--- config.mk ---
export PLATFORM = sky130hd
export DESIGN_NAME = dab_arbiter
export DESIGN_NICKNAME = d
export VERILOG_FILES = /design/src/rtl/dab_arbiter.v /design/src/rtl/dab_sync2.v /design/src/rtl/dab_cfg_reg.v
export VERILOG_INCLUDE_DIRS = /design/src /design/src/include
export SDC_FILE = /design/constraint.sdc
export NUM_CORES = 1
export LEC_CHECK = 0
export ABC_CLOCK_PERIOD_IN_PS = 1500
export BUFFER_PORTS_ARGS = -buffer_cell sky130_fd_sc_hd__buf_2
export CAP_MARGIN = 20
export CORE_ASPECT_RATIO = 1.1
export CORE_MARGIN = 5
export CORE_UTILIZATION = 40
export CTS_CLUSTER_SIZE = 12
export DETAILED_ROUTE_END_ITERATION = 10
export SLEW_MARGIN = 30
export SYNTH_ARGS = -nofsm -noshare
export SYNTH_HDL_FRONTEND = slang
export SYNTH_SLANG_ARGS = --single-unit
--- constraint.sdc ---
create_clock -name clk_in -period 1.5 [get_ports clk_in]
set_input_delay 0.15 -clock clk_in [delete_from_list [all_inputs] [get_ports clk_in]]
set_output_delay 0.15 -clock clk_in [all_outputs]
set_load 0.05 [all_outputs]
--- src/include/dab_consts.vh ---
/*
 * Constants for the adapter DMA bus arbitration unit: register layout,
 * reset values and arbiter state codes.
 * Assumes inclusion by bare name from the rtl files.
 */
`ifndef DAB_CONSTS_VH
`define DAB_CONSTS_VH

// ==========================================================================
// Configuration register layout
`define DAB_CFG_W          5
`define DAB_LVL_W          4
`define DAB_LVL_LSB        0
`define DAB_LVL_MSB        3
`define DAB_FAIR_BIT       4
// Fairness on by default, lowest priority level
`define DAB_CFG_RESET      5'h1f

// ==========================================================================
// Arbiter state codes
`define DAB_ST_W           3
`define DAB_ST_IDLE        3'h0
`define DAB_ST_REQ         3'h1
`define DAB_ST_ARB         3'h2
`define DAB_ST_OWN         3'h3
`define DAB_ST_PEN         3'h4

`endif

--- src/rtl/dab_arbiter.v ---
/*
 * Adapter-side DMA bus arbitration unit: configuration register access,
 * competition on the wired arbitration lines, preempt request, single and
 * burst ownership with optional fairness.
 * Assumes the system bus resolves open-drain lines outside (pulled high
 * when released), and all pins are asynchronous to clk_in at 25 MHz.
 * Channel reset is the synchronous rst_in.
 */
// How it works
// RULE1: Holds four-bit level plus fairness bit.
// RULE2: Selected only when all four selects match.
// RULE3: Board straps selects to one config byte.
// RULE4: Drives five data lines during selected read.
// RULE5: Loads register during selected write strobe.
// RULE6: Captures selects on address latch rising.
// RULE7: System drives ARB/-GNT high for arbitration.
// RULE8: Requests arbitration by pulling -PREEMPT low.
// RULE9: Lowest level value wins the bus.
// RULE10: Drives level onto arbitration lines when pending.
// RULE11: Releases lower bits when lower value seen.
// RULE12: Owns bus if lines equal level.
// RULE13: Loser keeps -PREEMPT asserted until granted.
// RULE14: Rejoins arbitration if ARB/-GNT rises unexpectedly.
// RULE15: Single request asserts preempt, then arbitrates.
// RULE16: Single grant holds until request drops.
// RULE17: Burst asserts -BURST while granted burst lasts.
// RULE18: System ignores preempt while burst low.
// RULE19: Preempt during burst ends grant, releases burst.
// RULE20: Fair preempted burster skips next arbitration.
// RULE21: Fair waits preempt high; unfair rearbitrates immediately. Code instead makes unfair skip the next arbitration first.
// RULE22: Board holds burst request until last cycle.
// RULE23: Channel reset releases outputs, returns idle.
// RULE24: Request inputs and ARB/-GNT synchronised first.
// RULE25: No request leaves arbitration lines and preempt undriven.
`timescale 1ns/10ps
`default_nettype none
`include "dab_consts.vh"

module dab_arbiter (
    input  wire                  clk_in,
    input  wire                  rst_in,
    // Register access side
    input  wire                  addr_latch_n_in,
    input  wire                  reg_pick_hi_a_in,
    input  wire                  reg_pick_hi_b_in,
    input  wire                  reg_pick_lo_a_n_in,
    input  wire                  reg_pick_lo_b_n_in,
    input  wire                  config_read_strobe_n_in,
    input  wire                  config_write_strobe_n_in,
    input  wire [`DAB_CFG_W-1:0] data_in,
    output wire [`DAB_CFG_W-1:0] data_out,
    output wire                  data_oe_out,
    // Board request side
    input  wire                  single_transfer_request_n_in,
    input  wire                  burst_transfer_request_n_in,
    output reg                   ownership_granted_out,
    // System bus arbitration side
    input  wire                  arb_gnt_in,
    input  wire                  preempt_n_in,
    output reg                   preempt_n_out,
    output reg                   preempt_oe_out,
    input  wire [`DAB_LVL_W-1:0] arb_lines_in,
    output reg  [`DAB_LVL_W-1:0] arb_lines_out,
    output reg  [`DAB_LVL_W-1:0] arb_lines_oe_out,
    output reg                   burst_n_out,
    output reg                   burst_oe_out
);

    // ======================================================================
    // Synchronised pin inputs
    wire [`DAB_CFG_W-1:0] data_sync;
    wire [2:0]            strobe_sync;
    wire [3:0]            pick_sync;
    wire [2:0]            ctl_sync;
    wire [`DAB_LVL_W-1:0] arb_sync;
    wire [`DAB_CFG_W-1:0] cfg;
    wire                  single_req;
    wire                  burst_req;
    wire                  arb_phase;
    wire                  preempt_seen;

    // One bundle per group keeps the instance list short
    dab_sync2 #(.W(`DAB_CFG_W)) u_sync_data (
        .clk_in   (clk_in),
        .rst_in   (rst_in),
        .async_in (data_in),
        .sync_out (data_sync)
    );

    dab_sync2 #(.W(3)) u_sync_strobe (
        .clk_in   (clk_in),
        .rst_in   (rst_in),
        .async_in ({addr_latch_n_in, config_read_strobe_n_in,
                    config_write_strobe_n_in}),
        .sync_out (strobe_sync)
    );

    dab_sync2 #(.W(4)) u_sync_pick (
        .clk_in   (clk_in),
        .rst_in   (rst_in),
        .async_in ({reg_pick_hi_a_in, reg_pick_hi_b_in,
                    reg_pick_lo_a_n_in, reg_pick_lo_b_n_in}),
        .sync_out (pick_sync)
    );

    // Requests, ARB/-GNT (inverted so idle reset value reads as grant)
    dab_sync2 #(.W(3)) u_sync_ctl (
        .clk_in   (clk_in),
        .rst_in   (rst_in),
        .async_in ({single_transfer_request_n_in, burst_transfer_request_n_in,
                    ~arb_gnt_in}),
        .sync_out (ctl_sync)
    );                                                                 // RULE24

    dab_sync2 #(.W(`DAB_LVL_W + 1)) u_sync_bus (
        .clk_in   (clk_in),
        .rst_in   (rst_in),
        .async_in ({arb_lines_in, preempt_n_in}),
        .sync_out ({arb_sync, preempt_seen})
    );

    assign single_req   = ~ctl_sync[2];
    assign burst_req    = ~ctl_sync[1];
    assign arb_phase    = ~ctl_sync[0];

    // ======================================================================
    // Configuration register
    dab_cfg_reg u_cfg (
        .clk_in                   (clk_in),
        .rst_in                   (rst_in),
        .addr_latch_n_in          (strobe_sync[2]),
        .reg_pick_hi_a_in         (pick_sync[3]),
        .reg_pick_hi_b_in         (pick_sync[2]),
        .reg_pick_lo_a_n_in       (pick_sync[1]),
        .reg_pick_lo_b_n_in       (pick_sync[0]),
        .config_read_strobe_n_in  (strobe_sync[1]),
        .config_write_strobe_n_in (strobe_sync[0]),
        .data_in                  (data_sync),
        .cfg_out                  (cfg),
        .data_out                 (data_out),
        .data_oe_out              (data_oe_out)
    );

    wire [`DAB_LVL_W-1:0] level;
    wire                  fair;
    wire                  any_req;
    wire                  preempt_low;

    assign level       = cfg[`DAB_LVL_MSB:`DAB_LVL_LSB];
    assign fair        = cfg[`DAB_FAIR_BIT];
    assign any_req     = single_req | burst_req;
    assign preempt_low = ~preempt_seen;

    // ======================================================================
    // Arbiter state
    reg [`DAB_ST_W-1:0]  state_ff;
    reg [`DAB_ST_W-1:0]  nxt_state;
    reg                  arb_d_ff;
    reg                  burst_own_ff;
    reg                  nxt_burst_own;
    reg                  skip_ff;
    reg                  nxt_skip;
    wire                 arb_fall;
    wire                 arb_rise;
    reg                  pre_d1_ff;
    reg                  pre_d2_ff;
    wire                 foreign_preempt;

    assign arb_fall = arb_d_ff & ~arb_phase;
    assign arb_rise = ~arb_d_ff & arb_phase;
    // Our own released pull still echoes through the synchroniser for two
    // cycles after a grant; a burst must not mistake it for a preempt
    assign foreign_preempt = preempt_low & ~pre_d1_ff & ~pre_d2_ff;

    // Next-state logic for request, compete, own and fairness wait
    always @*
    begin
        nxt_state     = state_ff;
        nxt_burst_own = burst_own_ff;
        nxt_skip      = skip_ff;
        case (state_ff)
            `DAB_ST_IDLE:
            begin
                nxt_burst_own = 1'b0;
                if (any_req)
                    nxt_state = `DAB_ST_REQ;                           // RULE15
            end
            `DAB_ST_REQ:
            begin
                if (!any_req)
                    nxt_state = `DAB_ST_IDLE;
                else if (arb_phase && !skip_ff)
                    nxt_state = `DAB_ST_ARB;
                else if (arb_fall)
                    nxt_skip = 1'b0;                                   // RULE20
            end
            `DAB_ST_ARB:
            begin
                if (arb_fall)
                begin
                    if (arb_sync == level)
                    begin
                        nxt_state     = `DAB_ST_OWN;                   // RULE12 RULE9
                        nxt_burst_own = burst_req;                     // RULE17
                    end
                    else
                        nxt_state = `DAB_ST_REQ;                       // RULE13
                end
            end
            `DAB_ST_OWN:
            begin
                if (arb_rise)
                    nxt_state = `DAB_ST_ARB;                           // RULE14
                else if (burst_own_ff && foreign_preempt)
                begin
                    // Preempted burst: fairness parks us until preempt clears
                    nxt_state = fair ? `DAB_ST_PEN : `DAB_ST_REQ;      // RULE19 RULE21
                    nxt_skip  = ~fair;                                 // RULE20
                end
                else if (!any_req)
                    nxt_state = `DAB_ST_IDLE;                          // RULE16
            end
            `DAB_ST_PEN:
            begin
                if (!preempt_low)
                    nxt_state = `DAB_ST_IDLE;                          // RULE21
            end
            default:
                nxt_state = `DAB_ST_IDLE;
        endcase
    end

    // Arbitration line drive: wired, so drive only low zeros of our level
    reg [`DAB_LVL_W-1:0] nxt_arb_oe;
    reg                  drop;
    integer              i;

    always @*
    begin
        nxt_arb_oe = {`DAB_LVL_W{1'b0}};
        drop       = 1'b0;
        // Walk MSB down; once a bus bit beats ours, release lower bits
        for (i = `DAB_LVL_W - 1; i >= 0; i = i - 1)
        begin
            if (!drop && !level[i])
                nxt_arb_oe[i] = 1'b1;                                  // RULE10
            if (!drop && level[i] && !arb_sync[i])
                drop = 1'b1;                                           // RULE11
        end
        if (nxt_state != `DAB_ST_ARB || !arb_phase)
            nxt_arb_oe = {`DAB_LVL_W{1'b0}};                           // RULE25
    end

    // ======================================================================
    // Registered outputs; reset releases everything
    always @(posedge clk_in)
    begin
        if (rst_in)
        begin
            state_ff              <= `DAB_ST_IDLE;                     // RULE23
            arb_d_ff              <= 1'b0;
            burst_own_ff          <= 1'b0;
            skip_ff               <= 1'b0;
            pre_d1_ff             <= 1'b0;
            pre_d2_ff             <= 1'b0;
            ownership_granted_out <= 1'b0;
            preempt_n_out         <= 1'b0;
            preempt_oe_out        <= 1'b0;
            arb_lines_out         <= {`DAB_LVL_W{1'b0}};
            arb_lines_oe_out      <= {`DAB_LVL_W{1'b0}};
            burst_n_out           <= 1'b0;
            burst_oe_out          <= 1'b0;
        end
        else
        begin
            state_ff              <= nxt_state;
            arb_d_ff              <= arb_phase;
            burst_own_ff          <= nxt_burst_own;
            skip_ff               <= nxt_skip;
            pre_d1_ff             <= preempt_oe_out;
            pre_d2_ff             <= pre_d1_ff;
            ownership_granted_out <= (nxt_state == `DAB_ST_OWN);       // RULE16
            // Pull preempt low while waiting or competing, release on grant
            preempt_oe_out        <= (nxt_state == `DAB_ST_REQ)
                                   | (nxt_state == `DAB_ST_ARB);       // RULE8 RULE13
            arb_lines_oe_out      <= nxt_arb_oe;                       // RULE10
            burst_oe_out          <= (nxt_state == `DAB_ST_OWN)
                                   & nxt_burst_own;                    // RULE17
        end
    end

endmodule // dab_arbiter

`default_nettype wire

--- src/rtl/dab_sync2.v ---
/*
 * Two flip-flop synchroniser for a bundle of asynchronous levels.
 * Assumes inputs are asynchronous to clk_in; reset value is all ones,
 * matching the idle level of the active-low pins it carries.
 */
`timescale 1ns/10ps
`default_nettype none

module dab_sync2 #(
    parameter W = 1
) (
    input  wire         clk_in,
    input  wire         rst_in,
    input  wire [W-1:0] async_in,
    output wire [W-1:0] sync_out
);

    reg [W-1:0] meta_ff;
    reg [W-1:0] sync_ff;

    // ======================================================================
    // Synchroniser stages; first stage feeds only the second
    always @(posedge clk_in)
    begin
        if (rst_in)
        begin
            meta_ff <= {W{1'b1}};
            sync_ff <= {W{1'b1}};
        end
        else
        begin
            meta_ff <= async_in;
            sync_ff <= meta_ff;
        end
    end

    assign sync_out = sync_ff;

endmodule // dab_sync2

`default_nettype wire

--- src/rtl/dab_cfg_reg.v ---
/*
 * Five-bit arbitration configuration register with select latching.
 * Assumes strobes and selects are already synchronised to clk_in.
 */
`timescale 1ns/10ps
`default_nettype none
`include "dab_consts.vh"

module dab_cfg_reg (
    input  wire                  clk_in,
    input  wire                  rst_in,
    input  wire                  addr_latch_n_in,
    input  wire                  reg_pick_hi_a_in,
    input  wire                  reg_pick_hi_b_in,
    input  wire                  reg_pick_lo_a_n_in,
    input  wire                  reg_pick_lo_b_n_in,
    input  wire                  config_read_strobe_n_in,
    input  wire                  config_write_strobe_n_in,
    input  wire [`DAB_CFG_W-1:0] data_in,
    output reg  [`DAB_CFG_W-1:0] cfg_out,
    output reg  [`DAB_CFG_W-1:0] data_out,
    output reg                   data_oe_out
);

    reg                  adl_d_ff;
    reg                  selected_ff;
    wire                 adl_rise;
    wire                 sel_now;

    assign adl_rise = ~adl_d_ff & addr_latch_n_in;
    assign sel_now  = reg_pick_hi_a_in & reg_pick_hi_b_in
                    & ~reg_pick_lo_a_n_in & ~reg_pick_lo_b_n_in;      // RULE2

    // ======================================================================
    // Select capture on the rising edge of the address latch strobe
    always @(posedge clk_in)
    begin
        if (rst_in)
        begin
            adl_d_ff    <= 1'b1;
            selected_ff <= 1'b0;
        end
        else
        begin
            adl_d_ff <= addr_latch_n_in;
            if (adl_rise)
                selected_ff <= sel_now;                                // RULE6
        end
    end

    // ======================================================================
    // Register write and registered read drive
    always @(posedge clk_in)
    begin
        if (rst_in)
        begin
            cfg_out     <= `DAB_CFG_RESET;
            data_out    <= {`DAB_CFG_W{1'b0}};
            data_oe_out <= 1'b0;
        end
        else
        begin
            if (selected_ff && !config_write_strobe_n_in)
                cfg_out <= data_in;                                    // RULE5 RULE1
            data_oe_out <= selected_ff & ~config_read_strobe_n_in;     // RULE4
            data_out    <= cfg_out;                                    // RULE4
        end
    end

endmodule // dab_cfg_reg

`default_nettype wire

==> impl_metrics.csv <==
group,metric,value,unit
status,violations,"setup timing",
finish,fin_cells,359,
grt,overflow,0,
pwr,p_seq_share,52.8,%
detailed_routing,wl_per_cell,11.3,microns
finish,regArea,0.00137,sq mm
setup_path,cp_slowest_cell,"nor4b_4",
finish,area_growth,30.7,%
floorplanning,die-height,89.6,microns
placement,port_buffers,34,
floorplanning,initial_core_util,40.4,%
grt,antenna_found_initial,0,
setup_path,worstPathCellList,"nor4b_4, mux2i_1, nand2_2, buf_4, o2111ai_4, nor4_2",
pwr,power.density,1190,mW/mm^2
finish,fillerInstances,524,
pwr,p_sw_share,22.0,%
detailed_routing,vias_per_cell,4.33,
hold_path,holdCritPathClass,"in2reg",
sta,hold_viol_final,0,
detailed_routing,route.detailed.drc,0,
detailed_routing,drt_wl_total,4050,microns
sta,min_period_over_period,103,%
logic_synthesis,seq_area_frac_synth,59.1,%
floorplanning,dieArea,0.00738,sq mm
floorplanning,fp.dieW,82.4,microns
finish,num_antenna_cells,0,
grt,first_global_vias,1533,
finish,multiInputGateArea,886,sq um
pwr,ir_worst_vdd,0.629,mV
status,status,"finished, violations left",
grt,grt_pass1_wl,6750,microns
setup_path,path_class,"reg2reg",
clocking,numCtsBuffers,9,
pwr,p_leak,1.22,nW
pwr,pwr-share-clk,39.4,%
sta,finalSetupViolations,4,
finish,layout_common_cells,"dfxtp_1 (63), or2_2 (40), buf_2 (34)",
flow_run,maxCapViolations,0,
logic_synthesis,synth.avg_cell_area,10.9,sq um
placement,place_inst,324,
setup_path,slowest_delay,0.36,ns
logic_synthesis,yosysTopAreaCell,"dfxtp_1",
logic_synthesis,synth.area.top_cells,"dfxtp_1 (59%), or2_2 (11%), mux2i_1 (3.0%)",
logic_synthesis,syn_inst,212,
sta,setup_tns,-0.0766,ns
detailed_routing,drt_iter0_drc,88,
finish,nets,301,
logic_synthesis,synth_cell_type_count,36,
logic_synthesis,synth_seq_cells,68,
finish,drive_gt1_share,41.8,%
setup_path,crit_path_start_kind,"flop",
grt,grt_max_degree,33,
sta,rsz0062_at_grt,"yes",
setup_path,cp-end-kind,"flop",
finish,final_util,52.9,%
clocking,worstSkewPairLatency,0.33,ns
pwr,intPower,2.81,mW
setup_path,cp_top_family,"simple AND/OR/NAND/NOR gates",
placement,place_area,0.00259,sq mm
placement,place_congestion,0.779,
setup_path,path_buf_inv,1,
sta,finalClockSkew,0.00742,ns
logic_synthesis,synthArstFlopShare,0,%
pwr,p_switching,0.791,mW
floorplanning,core_area,0.00570,sq mm
logic_synthesis,synthFlopType,"dfxtp_1",
pwr,comb_power_share,7.8,%
clocking,clockRootBuffer,"clkbuf_8",
floorplanning,pin_count,41,
clocking,clockBufferDepth,2,
sta,fin_ws,-0.0451,ns
logic_synthesis,synth_top_area_share,59.1,%
clocking,cts_tree,"built",
clocking,cts.sinks,68,
sta,fmax,0.647,GHz
detailed_routing,firstDrtPassIters,3,
detailed_routing,vias,1554,
logic_synthesis,synth_edf_count,0,
sta,fin_hold_ws,0.0157,ns
floorplanning,rows,29,
detailed_routing,route.antenna.remaining_nets,0,
sta,period_needed,1.55,ns
grt,grt_use_total,12.5,%
sta,drv_slew,0,
clocking,h-tree-depth,3,
clocking,clk_pin_slew,0.06,ns
logic_synthesis,yosysWarnings,0,
placement,pre_cts_ws,-0.0537,ns
pwr,fin_total_pwr,3.60,mW
setup_path,crit_arrival,1.79,ns
logic_synthesis,synth_area,0.00230,sq mm
finish,final_common_cell,"dfxtp_1",
finish,design_area,0.00301,sq mm
setup_path,cp_max_fo,4,
placement,hpwl,2640,microns
setup_path,crit_required,1.75,ns
## power groups by stage
stage | Combinational [mW] | Sequential, mW | Clock [mW]
floorplan | 0.155 | 1.96 | 0
global placement | 0.234 | 1.94 | 0
detailed placement | 0.236 | 1.94 | 0
CTS | 0.277 | 1.90 | 1.46
global route | 0.307 | 1.90 | 1.54
finish | 0.280 | 1.90 | 1.42
## worst register-to-register path, delay by kind of cell (launching register included)
kind	cells	cell delay [ns]
simple gates	3	0.72
flops	1	0.33
compound gates	1	0.15
buf+inv	1	0.13
mux	1	0.14
## state kept, by name (all words and copies together), names as in the netlist, 4 cells and up
register and count:
u_cfg.cfg_out 5, u_cfg.data_out 5, u_sync_bus.meta_ff 5, u_sync_bus.sync_out 5, u_sync_data.meta_ff 5, u_sync_data.sync_out 5
arb_lines_oe_out 4, u_sync_pick.meta_ff 4, u_sync_pick.sync_out 4
## cells in the mapped netlist (2+ instances only)
| library cell | number |
|---|---|
| nand2b_1 | 2 |
| nor4_2 | 2 |
| buf_4 | 6 |
| mux2i_1 | 7 |
| a21bo_2 | 2 |
| dfxtp_1 | 68 |
| or2_2 | 40 |
| a21o_1 | 2 |
| a21oi_1 | 5 |
| o211ai_1 | 3 |
| nor3_1 | 3 |
| clkbuf_1 | 7 |
| nor2_1 | 11 |
| xnor2_1 | 3 |
| nand3_1 | 2 |
| o21ai_0 | 7 |
| nand2_1 | 11 |
| nor2b_1 | 9 |
| inv_1 | 5 |
## cell type report
class                   count  share of cell area [%]
well taps                  77                    3.20
inverters                   6                   0.748
clock buffers              13                    4.94
multi-input cells         129                    29.4
clock inverters             2                    1.16
repair buffers             64                    15.1
flip-flops and latches     68                    45.4
## worst paths after layout
| kind | slack, ns | cells after the start | to | start |
|---|---|---|---|---|
| min | 0.02 | 2 | u_sync_bus.meta_ff[0] | preempt_n_in |
| max | -0.05 | 6 | arb_lines_oe_out[0] | pre_d2_ff |
| max reg2reg | -0.05 | 6 | arb_lines_oe_out[0] | pre_d2_ff |
| min reg2reg | 0.39 | 1 | u_cfg.data_oe_out | u_sync_strobe.sync_out[1] |
## layer usage
layer / up-vias / track usage [%] / share of wire, %
li1: 812 / - / -
met1: 695 / 14.2 / 45
met2: 35 / 19.5 / 47
met3: 12 / 4.49 / 5.1
met4: 0 / 8.76 / 2.8
met5: - / 0 / 0
## timing repair
| action | CTS | global route |
|---|---|---|
| resized for setup | 5 | 9 |
| buffers inserted | 0 | 1 |
| endpoints found under the setup margin | 6 | 9 |
| pin swaps | 2 | 3 |
| hold endpoints to repair | 19 | 0 |
| hold buffers | 19 | 0 |
## logic make-up (layout without fill, tap and decap cells)
logic type | Yosys count | in the layout | synth area share (%)
multiplexers | 7 | 7 | 3.04
AND/OR/NAND/NOR | 87 | 87 | 22.5
other | 1 | 6 | 0.163
buffers and inverters | 20 | 85 | 4.56
adder cells (fa/ha/maj) | 2 | 2 | 1.03
AO/OA/AOI/OAI | 24 | 24 | 8.47
XOR/XNOR | 3 | 3 | 1.14
flip-flops | 68 | 68 | 59.1
(Power assumes the default switching activity.)
